===== src/design/isto_pkg.sv =====
// Purpose: shared constants and types for the indirect store and misc ops executor
// Assumes: 14-bit instruction words, 8-bit data, 16-bit pointers
// Notes:   opcode patterns follow the usual enhanced mid-range core encoding
package isto_pkg;
    localparam int          ISTO_INSN_W     = 14;
    localparam int          ISTO_DATA_W     = 8;
    localparam int          ISTO_PTR_W      = 16;
    localparam int          ISTO_PC_W       = 15;
    localparam int          ISTO_OFS_W      = 6;
    // opcode patterns
    localparam logic [13:0] ISTO_OP_NOP     = 14'h0000;
    localparam logic [13:0] ISTO_OP_RESET   = 14'h0001;
    localparam logic [13:0] ISTO_OP_RETFI   = 14'h0009;
    localparam logic [13:0] ISTO_OP_OPTION  = 14'h0062;
    localparam logic [10:0] ISTO_OP_ST_MODE = 11'h003;  // insn[13:3] of the update form
    localparam logic [6:0]  ISTO_OP_ST_REL  = 7'h7F;    // insn[13:7] of the offset form
    // field positions
    localparam int          ISTO_SEL_MODE   = 2;        // pointer select, update form
    localparam int          ISTO_SEL_REL    = 6;        // pointer select, offset form
    // update field encodings
    localparam logic [1:0]  ISTO_UPD_PREINC = 2'h0;
    localparam logic [1:0]  ISTO_UPD_PREDEC = 2'h1;
    localparam logic [1:0]  ISTO_UPD_POSINC = 2'h2;
    localparam logic [1:0]  ISTO_UPD_POSDEC = 2'h3;
    // reset values, the pointer step and the irq return length
    localparam logic [7:0]  ISTO_OPTION_RST = 8'hFF;
    localparam logic [15:0] ISTO_PTR_RST    = 16'h0000;
    localparam logic [15:0] ISTO_PTR_ONE    = 16'h0001;
    localparam int          ISTO_RETFI_CYC  = 2;

    typedef enum logic [2:0] {
        ISTO_K_NOP,
        ISTO_K_STORE,
        ISTO_K_REL,
        ISTO_K_OPTION,
        ISTO_K_RESET,
        ISTO_K_RETFI,
        ISTO_K_OTHER
    } isto_kind_t;
endpackage


===== src/design/isto_dec_if.sv =====
// Purpose: carries decoded instruction fields from decoder to executor
// Assumes: one decoded instruction per clock
// Notes:   purely combinational bundle
`timescale 1ns/10ps
`default_nettype none
interface isto_dec_if;
    import isto_pkg::*;
    isto_kind_t       kind;
    logic             sel;
    logic [1:0]       upd;
    logic [15:0]      ofs;
    modport dec (output kind, sel, upd, ofs);
    modport exe (input  kind, sel, upd, ofs);
endinterface
`default_nettype wire


===== src/design/isto_exec.sv =====
// Purpose: executes indirect store, option load, software reset, irq return, no-op
// Assumes: one instruction offered per cycle with i_valid; stack lives outside
// Notes:   o_ready falls during the second cycle of an irq return
//          the stack itself lives in the core; this block only asks for a pop
//          a software reset is only a request pulse; the core answers with i_rst
//          flags are never written, so status bits survive every op here
//          the offset form has its own adder and never writes back
//          unknown words are left to the rest of the core and do nothing here
//
// Contract
// - indirect port writes go to selected pointer address
// - update field picks pre/post increment/decrement
// - pointers are 16 bits and wrap
// - pointer updates never touch status flags
// - option load copies working register, flags untouched
// - software reset resets device, clears reset flag
// - irq return pops stack, loads pc, sets enable
`timescale 1ns/10ps
`default_nettype none
module isto_exec #(
    parameter int PTR_W = isto_pkg::ISTO_PTR_W
) (
    input  wire logic                             i_mclk,
    input  wire logic                             i_rst,
    input  wire logic                             i_valid,
    input  wire logic [isto_pkg::ISTO_INSN_W-1:0] i_insn,
    input  wire logic [isto_pkg::ISTO_DATA_W-1:0] i_wreg,
    input  wire logic [isto_pkg::ISTO_PC_W-1:0]   i_stack_top_entry,
    output logic                                  o_ready,
    output logic                                  o_mem_we,
    output logic      [PTR_W-1:0]                 o_mem_addr,
    output logic      [isto_pkg::ISTO_DATA_W-1:0] o_mem_data,
    output logic      [PTR_W-1:0]                 o_ptr0,
    output logic      [PTR_W-1:0]                 o_ptr1,
    output logic      [isto_pkg::ISTO_DATA_W-1:0] o_option,
    output logic                                  o_flags_we,
    output logic                                  o_pc_inc,
    output logic                                  o_stack_pop,
    output logic                                  o_pc_load,
    output logic      [isto_pkg::ISTO_PC_W-1:0]   o_pc_value,
    output logic                                  o_global_irq_enable_set,
    output logic                                  o_soft_reset,
    output logic                                  o_reset_instr_flag_clr
);
    import isto_pkg::*;

    // ****************************************
    // parameter check
    // ****************************************
    // the wrap and offset adders are sized for the full 16-bit pointer only
    if (PTR_W != ISTO_PTR_W) begin : g_bad_ptr_w
        $error("pointer width must be 16");
    end

    // the second phase only stretches the irq return to two cycles
    typedef enum logic [0:0] {ISTO_S_RUN, ISTO_S_RET2} isto_state_t;

    // every register of the block lives in this one struct
    typedef struct packed {
        isto_state_t                ph;
        logic [1:0][PTR_W-1:0]      ptr;
        logic [ISTO_DATA_W-1:0]     option;
        logic                       mem_we;
        logic [PTR_W-1:0]           mem_addr;
        logic [ISTO_DATA_W-1:0]     mem_data;
        logic                       pc_inc;
        logic                       pop;
        logic                       pc_load;
        logic [ISTO_PC_W-1:0]       pc_value;
        logic                       gie_set;
        logic                       sw_reset;
    } isto_st_t;

    // registered state and the value it takes at the next edge
    isto_st_t st;
    isto_st_t next_st;

    // decoded fields travel in one bundle so the decoder stays a plain table
    isto_dec_if dec_bus ();

    // ****************************************
    // decode
    // ****************************************
    isto_decode u_dec (
        .i_insn (i_insn),
        .dec    (dec_bus)
    );

    // step a pointer by one, wrapping modulo the full 16-bit range
    function automatic logic [PTR_W-1:0] isto_step(input logic [PTR_W-1:0] p,
                                                   input logic dn);
        isto_step = dn ? p - ISTO_PTR_ONE : p + ISTO_PTR_ONE;
    endfunction

    // pre forms move the pointer before the write, post forms after it
    function automatic logic isto_is_pre(input logic [1:0] upd);
        isto_is_pre = (upd == ISTO_UPD_PREINC) || (upd == ISTO_UPD_PREDEC);
    endfunction

    // ****************************************
    // next state
    // ****************************************
    always_comb begin
        logic [PTR_W-1:0] cur;
        logic [PTR_W-1:0] stepped;
        logic             dn;
        // the chosen pointer feeds every store form, its one-step neighbour only the update form
        cur     = st.ptr[dec_bus.sel];
        dn      = dec_bus.upd[0];
        stepped = isto_step(cur, dn);
        // hold everything by default; the strobes fall back to zero each cycle
        next_st          = st;
        next_st.mem_we   = 1'b0;
        next_st.pc_inc   = 1'b0;
        next_st.pop      = 1'b0;
        next_st.pc_load  = 1'b0;
        next_st.gie_set  = 1'b0;
        next_st.sw_reset = 1'b0;
        unique case (st.ph)
            // ready stands in this phase, so an offered op is taken
            ISTO_S_RUN: begin
                if (i_valid) begin
                    // the decoder never yields the spare code, so no default
                    unique case (dec_bus.kind)
                        ISTO_K_STORE: begin
                            // pre forms write the stepped address, post forms the old one
                            next_st.mem_we   = 1'b1;
                            next_st.mem_data = i_wreg;
                            next_st.mem_addr = isto_is_pre(dec_bus.upd) ? stepped : cur;
                            next_st.ptr[dec_bus.sel] = stepped;
                            next_st.pc_inc   = 1'b1;
                        end
                        ISTO_K_REL: begin
                            // the sum only forms the address; the pointer keeps its value
                            next_st.mem_we   = 1'b1;
                            next_st.mem_data = i_wreg;
                            next_st.mem_addr = cur + dec_bus.ofs;
                            next_st.pc_inc   = 1'b1;
                        end
                        ISTO_K_OPTION: begin
                            // the whole working register goes across, no flag strobe
                            next_st.option   = i_wreg;
                            next_st.pc_inc   = 1'b1;
                        end
                        ISTO_K_RESET: begin
                            // no pc advance: the core restarts from its reset vector
                            next_st.sw_reset = 1'b1;
                        end
                        ISTO_K_RETFI: begin
                            // pop and load pulse in the second cycle, the same cycle as the stall
                            next_st.pop      = 1'b1;
                            next_st.pc_load  = 1'b1;
                            next_st.pc_value = i_stack_top_entry;
                            next_st.gie_set  = 1'b1;
                            next_st.ph       = ISTO_S_RET2;
                        end
                        ISTO_K_NOP: begin
                            // only the pc moves
                            next_st.pc_inc   = 1'b1;
                        end
                        ISTO_K_OTHER: begin
                            // stay silent so this block and the core never both act
                            next_st.pc_inc   = 1'b0; // left to the rest of the core
                        end
                    endcase
                end
            end
            // stall cycle: ready is low and anything offered now is dropped
            ISTO_S_RET2: begin
                next_st.ph = ISTO_S_RUN;
            end
        endcase
    end

    // ****************************************
    // state register
    // ****************************************
    // synchronous reset puts every field back to its start value
    always_ff @(posedge i_mclk) begin
        if (i_rst) begin
            st.ph       <= ISTO_S_RUN;
            st.ptr      <= '0;
            st.option   <= ISTO_OPTION_RST;
            st.mem_we   <= 1'b0;
            st.mem_addr <= ISTO_PTR_RST;
            st.mem_data <= '0;
            st.pc_inc   <= 1'b0;
            st.pop      <= 1'b0;
            st.pc_load  <= 1'b0;
            st.pc_value <= '0;
            st.gie_set  <= 1'b0;
            st.sw_reset <= 1'b0;
        end else begin
            st <= next_st;
        end
    end

    // ****************************************
    // outputs
    // ****************************************
    // none of these ops writes flags, so the flag strobe is held low
    assign o_flags_we              = 1'b0;
    // combinational so the stall shows in the very cycle it begins
    assign o_ready                 = (st.ph == ISTO_S_RUN);
    assign o_mem_we                = st.mem_we;
    assign o_mem_addr              = st.mem_addr;
    assign o_mem_data              = st.mem_data;
    // pointers and option are plain register copies
    assign o_ptr0                  = st.ptr[0];
    assign o_ptr1                  = st.ptr[1];
    assign o_option                = st.option;
    // pc and stack strobes are one-cycle pulses for the core's sequencer
    assign o_pc_inc                = st.pc_inc;
    assign o_stack_pop             = st.pop;
    assign o_pc_load               = st.pc_load;
    assign o_pc_value              = st.pc_value;
    assign o_global_irq_enable_set = st.gie_set;
    // the core feeds o_soft_reset back into its reset tree
    assign o_soft_reset            = st.sw_reset;
    assign o_reset_instr_flag_clr  = st.sw_reset;
endmodule
`default_nettype wire


===== src/design/isto_decode.sv =====
// Purpose: classifies an instruction word and extracts store fields
// Assumes: word is valid whenever the caller presents it
// Notes:   offset is sign-extended to the pointer width here
`timescale 1ns/10ps
`default_nettype none
module isto_decode (
    input  wire logic [isto_pkg::ISTO_INSN_W-1:0] i_insn,
    isto_dec_if.dec                               dec
);
    import isto_pkg::*;

    // ****************************************
    // classification
    // ****************************************
    always_comb begin
        dec.kind = ISTO_K_OTHER;
        dec.sel  = 1'b0;
        dec.upd  = i_insn[1:0];
        dec.ofs  = {{(ISTO_PTR_W-ISTO_OFS_W){i_insn[ISTO_OFS_W-1]}}, i_insn[ISTO_OFS_W-1:0]};
        if (i_insn == ISTO_OP_NOP) begin
            dec.kind = ISTO_K_NOP;
        end else if (i_insn == ISTO_OP_RESET) begin
            dec.kind = ISTO_K_RESET;
        end else if (i_insn == ISTO_OP_RETFI) begin
            dec.kind = ISTO_K_RETFI;
        end else if (i_insn == ISTO_OP_OPTION) begin
            dec.kind = ISTO_K_OPTION;
        end else if (i_insn[13:3] == ISTO_OP_ST_MODE) begin
            dec.kind = ISTO_K_STORE;
            dec.sel  = i_insn[ISTO_SEL_MODE];
        end else if (i_insn[13:7] == ISTO_OP_ST_REL) begin
            dec.kind = ISTO_K_REL;
            dec.sel  = i_insn[ISTO_SEL_REL];
        end
    end
endmodule
`default_nettype wire


===== config.mk =====
export PLATFORM = sky130hd
export DESIGN_NAME = isto_exec
export DESIGN_NICKNAME = d
export VERILOG_FILES = /design/src/design/isto_pkg.sv /design/src/design/isto_dec_if.sv /design/src/design/isto_exec.sv /design/src/design/isto_decode.sv
export SDC_FILE = /design/constraint.sdc
export NUM_CORES = 1
export LEC_CHECK = 0
export BUFFER_PORTS_ARGS = -buffer_cell sky130_fd_sc_hd__buf_2
export CAP_MARGIN = 10
export CORE_MARGIN = 2
export CORE_UTILIZATION = 61
export CTS_BUF_LIST = sky130_fd_sc_hd__clkbuf_4 sky130_fd_sc_hd__clkbuf_8
export CTS_CLUSTER_SIZE = 20
export DETAILED_ROUTE_END_ITERATION = 7
export HOLD_SLACK_MARGIN = 0.03
export PLACE_DENSITY = 0.88
export SLEW_MARGIN = 20
export SYNTH_ARGS = -nofsm -noshare
export SYNTH_HDL_FRONTEND = slang
export SYNTH_HIERARCHICAL = 1
export SYNTH_SLANG_ARGS = --single-unit

===== constraint.sdc =====
create_clock -name i_mclk -period 10.6 [get_ports i_mclk]
set_input_delay 2.12 -clock i_mclk [delete_from_list [all_inputs] [get_ports i_mclk]]
set_output_delay 2.12 -clock i_mclk [all_outputs]
set_load 0.01 [all_outputs]

# Yosys cells after proc, flatten, opt, wreduce, memory -nomap -nowiden
# Cells that the tools add are included.
dict set report totals {
  regBits 86
  word_cells 71
  inputBits 40
}
dict set report op_classes {
  n_reduce_logical 12
  n_eq_ne 11
  mux 28
  magnitude_cmp 2
  bitwise 2
  addsub 3
}
# cell n
set ops {}
lappend ops {{86-bit 2-to-1 mux} 1}
lappend ops {{16-bit 2-to-1 mux} 5}
lappend ops {{25-bit one-hot mux with 2 select lines} 1}
lappend ops {{32-bit bitwise mux} 1}
lappend ops {{32-bit 2-to-1 mux} 1}
lappend ops {{18-bit 2-to-1 mux} 1}
lappend ops {{3-bit 2-to-1 mux} 6}
lappend ops {{16-bit by 1-bit adder with 16-bit output, second input constant} 1}
lappend ops {{16-bit adder} 1}
lappend ops {{16-bit demux with 1-bit select} 1}
lappend ops {{16-bit by 1-bit subtractor with 16-bit output, second input constant} 1}
lappend ops {{14-bit by 1-bit == test with 1-bit output, second input constant} 1}
lappend ops {{14-bit by 4-bit == test with 1-bit output, second input constant} 1}
lappend ops {{14-bit by 7-bit == test with 1-bit output, second input constant} 1}
lappend ops {{14-bit logical NOT} 1}
lappend ops {{3-bit AND reduction} 4}
lappend ops {{11-bit by 2-bit == test with 1-bit output, second input constant} 1}
lappend ops {{1-bit 2-to-1 mux} 9}
lappend ops {{8-bit 2-to-1 mux} 1}
lappend ops {{7-bit == test, second input constant} 1}
lappend ops {{3-bit by 2-bit == test with 1-bit output, second input constant} 2}
lappend ops {{3-bit == test, second input constant} 2}
lappend ops {{4-bit OR reduction} 1}
lappend ops {{3-bit by 1-bit == test with 1-bit output, second input constant} 1}
lappend ops {{11 further kinds} 12}

# Logic depth before layout (Yosys ltp)
dict set report depth {
  depth_word 15
  ltp_mapped 14
  mapped_depth_nobuf 14
}

# Modules after synthesis
# The synthesis kept the hierarchy.
# module cells_per_inst instances seq_area_each_um2 area_each_um2
set modules_own_cells {}
lappend modules_own_cells {isto_exec 676 1 1661.6 5270.1}
lappend modules_own_cells {isto_decode 44 1 0.0 284.0}

# Worst setup path after synthesis
# No wires, ideal clock.
dict set report synth_path {
  kind {input to register}
  startpoint {input i_insn[5] (netlist bit)}
  endpoint {register st, in the netlist o_mem_addr[15]}
  setup_time_ns 0.127
  cell_stages 12
  n_path_buf 2
  setup_slack_ns 5.220
  arrival_ns 5.253
  t_required_ns 10.473
  cell_sequence {nor4_1 > a32o_1 > buf_2 > buf_2 > mux2_2 > ha_1 > a21oi_1 > o21ai_1 > a2111o_1 > or3_1 > a21oi_1 > o211ai_1}
}
dict set report synth_between {
  elab_chain_len 12
  elab_cells_between_ends 27
  cone_classes {add/sub: 3; eq/ne: 6; mux: 15; reduce/logical: 3}
}
# element line
set synth_rtl {}
lappend synth_rtl {{from (decl)} isto_exec.sv:26} ;# input wire logic [isto_pkg::ISTO_INSN_W-1:0] i_insn,
lappend synth_rtl {{11-bit by 2-bit == test with 1-bit output} isto_decode.sv:28} ;# end else if (i_insn[13:3] == ISTO_OP_ST_MODE) begin
lappend synth_rtl {{1-bit 2-to-1 mux} isto_decode.sv:28}
lappend synth_rtl {{1-bit 2-to-1 mux} isto_decode.sv:26} ;# end else if (i_insn == ISTO_OP_OPTION) begin
lappend synth_rtl {{1-bit 2-to-1 mux} isto_decode.sv:24} ;# end else if (i_insn == ISTO_OP_RETFI) begin
lappend synth_rtl {{1-bit 2-to-1 mux} isto_decode.sv:22} ;# end else if (i_insn == ISTO_OP_RESET) begin
lappend synth_rtl {{1-bit 2-to-1 mux *} isto_decode.sv:20} ;# if (i_insn == ISTO_OP_NOP) begin
lappend synth_rtl {{named net dec_bus.sel} isto_dec_if.sv:9} ;# logic sel;
lappend synth_rtl {{16-bit 2-to-1 mux (not written as such) * (2 in a row)} isto_exec.sv:108} ;# cur = st.ptr[dec_bus.sel];
lappend synth_rtl {{16-bit by 1-bit adder with 16-bit output / 16-bit by 1-bit subtractor with 16-bit output (equally long branches)} isto_exec.sv:92} ;# isto_step = dn ? p - ISTO_PTR_ONE : p + ISTO_PTR_ONE;
lappend synth_rtl {{16-bit 2-to-1 mux} isto_exec.sv:92}
lappend synth_rtl {{16-bit 2-to-1 mux} isto_exec.sv:129} ;# next_st.mem_addr = isto_is_pre(dec_bus.upd) ? stepped : cur;
lappend synth_rtl {{25-bit one-hot mux with 2 select lines *} isto_exec.sv:124} ;# unique case (dec_bus.kind)
lappend synth_rtl {{to (signal assigned)} isto_exec.sv:194} ;# st <= next_st;
lappend synth_rtl {{to (decl)} isto_exec.sv:75} ;# isto_st_t st;
# The timed path passes the listed nets; every way through them passes the cells marked *. The select of a mux whose other input is x is not followed.
# A chain may end at the register's enable or synchronous reset.

# Final worst setup path
dict set report layout_path {
  startpoint {input i_insn[1] (netlist bit)}
  endpoint {register st, in the netlist o_ptr1[13]}
}
dict set report layout_between {
  elab_cells_between_ends 25
  cone_classes {add/sub: 2; order compare: 2; eq/ne: 4; mux: 14; reduce/logical: 3}
}
# element line
set layout_rtl {}
lappend layout_rtl {{14-bit by 7-bit == test with 1-bit output} isto_decode.sv:26}
lappend layout_rtl {{3-bit 2-to-1 mux} isto_decode.sv:26}
lappend layout_rtl {{3-bit 2-to-1 mux} isto_decode.sv:24}
lappend layout_rtl {{3-bit 2-to-1 mux} isto_decode.sv:22}
lappend layout_rtl {{3-bit 2-to-1 mux *} isto_decode.sv:20}
lappend layout_rtl {{named net dec_bus.kind[0]} isto_dec_if.sv:8} ;# isto_kind_t kind;
lappend layout_rtl {{3-bit by 1-bit == test with 1-bit output *} isto_exec.sv:124}
lappend layout_rtl {{3-bit AND reduction (no line) *} --}
# Marked as above.

==> results.md <==
* Pre-antenna DRT Iters at 5
* Sw frac at 0.258
* Final min period at 5.92 ns
* # Post-CTS Setup Buffers at 0
* Clk root buf: clkbuf_8
* Die area at a little under 10000 µm²
* Post-CTS Resized at 0
* CP max-delay cell: nor2b_1
* Crit. Startpoint: i_insn[1]
* Status: completed
* Slew margin rel. at 0.221
* Net switching power at approximately 0.17 mW
* Initial Util at 0.634
* Reg2Reg Depth at 8
* Synth Flop Type: dfxtp_1
* Routed wire length at between 15000 and 20000 µm
* Final hold slack at about 0.46 ns
* Reg2Reg Setup Slack at just under 8 ns
* Clock share of power at 0.422
* Fin. max-slew vios at 0
* Number of synthesized flops with an enable pin at 0
* Final net count at 867
* Initial antenna violation count at 0
* Worst skew pair latency at about 0.36 ns
* Combinational Power Share at 0.090
* Average size of a mapped cell at roughly 7.7 µm²
* Hold Path Class: flop to flop
* Syn Inst Count at just over 700
* Sequential power share at 0.488
* Routed vias at 5861
* Count leader, synth: nand2_1
* Peak supply drop at slightly above 0.08 mV
* CTS tree: done
* CP Launch Type: input port
* Vias in the first global route at around 5.4k
* Core area at 8760 µm²
* R2R Path Start: o_ptr1[2]$_SDFFE_PP0P_
* Fraction of layout cells with a size suffix above 1 at 0.220
* Max Fclk at around 0.17 GHz
* Wire length of the first global-routing pass at about 27000 µm
* Worst Max-Slew Pin Slew at around 1.2 ns
* Num CTS Buffers at 9
* Internal at approximately 0.47 mW
* Min-Delay Endpoint: o_mem_data[4]$_SDFFE_PP0P_
* ANT nets after route at 0
* Vias/cell at roughly 6.4
* Height of the die at 99.4 µm
* Critical Path End Type: flop
* Final setup fails at 0
* Hold Startpoint: o_mem_data[4]$_SDFFE_PP0P_
* Pwr Density at just over 100 nW/µm²
* Routed len/inst at approximately 19 µm
* Clk buf depth at 2
* Syn-to-layout area delta at 12.4%
* Antenna cell count at 0
* Total grt overflow at 0
* Setup TNS at 0 ns
* Max_cap viols at 0
* Final Hold Viols at 0
* IO Port Bufs at about 130
* Die width at ~100 µm
* CP required at about 11 ns
* Crit-path max cell delay at roughly 0.95 ns
* Gp weighted congestion at between 1 and 1.5
* Crit path DAT at between 6 and 7 ns
* Critical Path Most Common Cell: nor2b_1
* Worst-path clk slew at ~0.10 ns
* Area leader, netlist: dfxtp_1
* Syn_nets at just under 800
* Top cell type's share of synthesized area at 0.299
* Critical path type: input port to flop
* Sink Count at 83
* CTS H-tree depth at 3
* Rows at 34
* Lkg Pwr at approximately 2.7 nW
* R2r endpoint: o_mem_addr[8]$_SDFFE_PP0P_
* IO Pins at between 100 and 150
* Unrepaired setup endpoints after global routing: no
* GRT Util Overall at 0.338
* # DRC at 0
* Largest cells by area after synthesis: dfxtp_1 30%, nand2_1 8.0%, a21oi_1 6.8%, ha_1 6.5%, nor2_1 4.1%
* Sequential share of the synthesized area at 0.299
* Crit share post-route at 0.559
* Largest net degree at the start of global routing at 95
* Final setup skew at between 0.01 and 0.015 ns
* Commonest cells post-synth: 119 x nand2_1, 83 x dfxtp_1, 75 x a21oi_1
* Worst path cell trace: buf_2, nor3_1, nand4_1, a31oi_1, nor2b_1, nor2b_1, nand3_1, a2111oi_0, a311o_1
* HPWL Detailed at between 10000 and 15000 µm
* Crit-path max FO at 26
* Cell variety after synth at between 70 and 80
* Number of hold buffers added after cts at 0
* Hold depth at 2
* Asr flop ratio synth at 0
* Mapped Area at 5550 µm²
* Initial drt markers at around 450
* Yosys reg bits at 83
* Number of warnings issued by yosys at 6
## final cells by class
type / instances / area [µm²]
Multi-Input combinational cell: 551 / 3480
Timing Repair Buffer: 130 / 661
Fill cell: 752 / 2520
Sequential cell: 83 / 1660
Clock buffer: 11 / 145
Inverter: 21 / 78.8
Tap cell: 108 / 135
Clock inverter: 5 / 85.1
## power groups by stage
stage | Combinational (mW) | Clock [mW] | Sequential [mW]
2_1_floorplan | 0.0420 | 0 | 0.319
3_3_place_gp | 0.0540 | 0 | 0.319
3_5_place_dp | 0.0555 | 0 | 0.319
4_1_cts | 0.0561 | 0.271 | 0.312
5_1_grt | 0.0629 | 0.282 | 0.312
6_report | 0.0579 | 0.270 | 0.312
## critical path, delay by kind of cell
family                 cells  cell delay [ns]
AO/OA/AOI/OAI              3             1.19
buffers and inverters      1             0.28
AND/OR/NAND/NOR            5             2.64
## metal layers
metal	track usage	routed length, µm	vias to the layer above
met5	0	0	-
met4	0.140	619	0
met3	0.0513	1380	58
met2	0.554	7970	305
met1	0.445	6970	2773
li1	-	-	2725
## flip-flops by register name, indices dropped and copies added (netlist names)
register	cells
o_ptr1	16
st	1
o_mem_data	8
o_pc_inc	1
o_mem_we	1
o_ptr0	16
o_mem_addr	16
o_pc_value	15
o_option	8
o_reset_instr_flag_clr	1
## layout by cell type, fill, tap and decap left out, types with 10 or more instances in the layout
cell and n:
inv_1 20, a21o_1 10, nor3_1 21, o211ai_1 10, nand3_1 14, a21oi_1 75, clkbuf_8 10, ha_1 29
nor2_1 60, nand4_1 11, buf_2 126, dfxtp_1 83, nand2_1 119, o21ai_0 21, mux2_2 15, a211oi_1 16
## how the worst max path moves through the flow
stage | endpoint | slack (ns) | depth (start not counted)
global placement | o_mem_addr[8]$_SDFFE_PP0P_ | 4.39 | 11
CTS | o_mem_addr[8]$_SDFFE_PP0P_ | 4.57 | 11
global route | o_ptr1[13]$_SDFFE_PP0P_ | 4.27 | 9
finish | o_ptr1[13]$_SDFFE_PP0P_ | 4.68 | 9
detailed placement | o_mem_addr[8]$_SDFFE_PP0P_ | 4.18 | 11
floorplan | o_mem_addr[15]$_SDFFE_PP0P_ | 5.22 | 12
## stage by stage
stage	worst slack (ns)	instances	instance area (µm²)	total power [mW]	utilization
4_1_cts	4.57	909	6240	0.639	0.712
2_1_floorplan	5.22	720	5550	0.361	-
5_1_grt	4.27	909	6240	0.657	0.712
6_report	4.68	909	6240	0.640	0.712
3_5_place_dp	4.18	893	6010	0.375	0.686
3_3_place_gp	4.39	893	6010	0.373	0.686
## kinds of logic after synthesis
kind of cell / after synthesis / share of synthesized area
XOR/XNOR: 17 / 0.0268
AO/OA/AOI/OAI: 200 / 0.246
adder cells (fa/ha/maj): 31 / 0.0725
flip-flops: 83 / 0.299
buffers and inverters: 86 / 0.0759
multiplexers: 24 / 0.0489
AND/OR/NAND/NOR: 278 / 0.230
other: 1 / 0.000675
No activity file was read; power rests on OpenSTA's default activity.
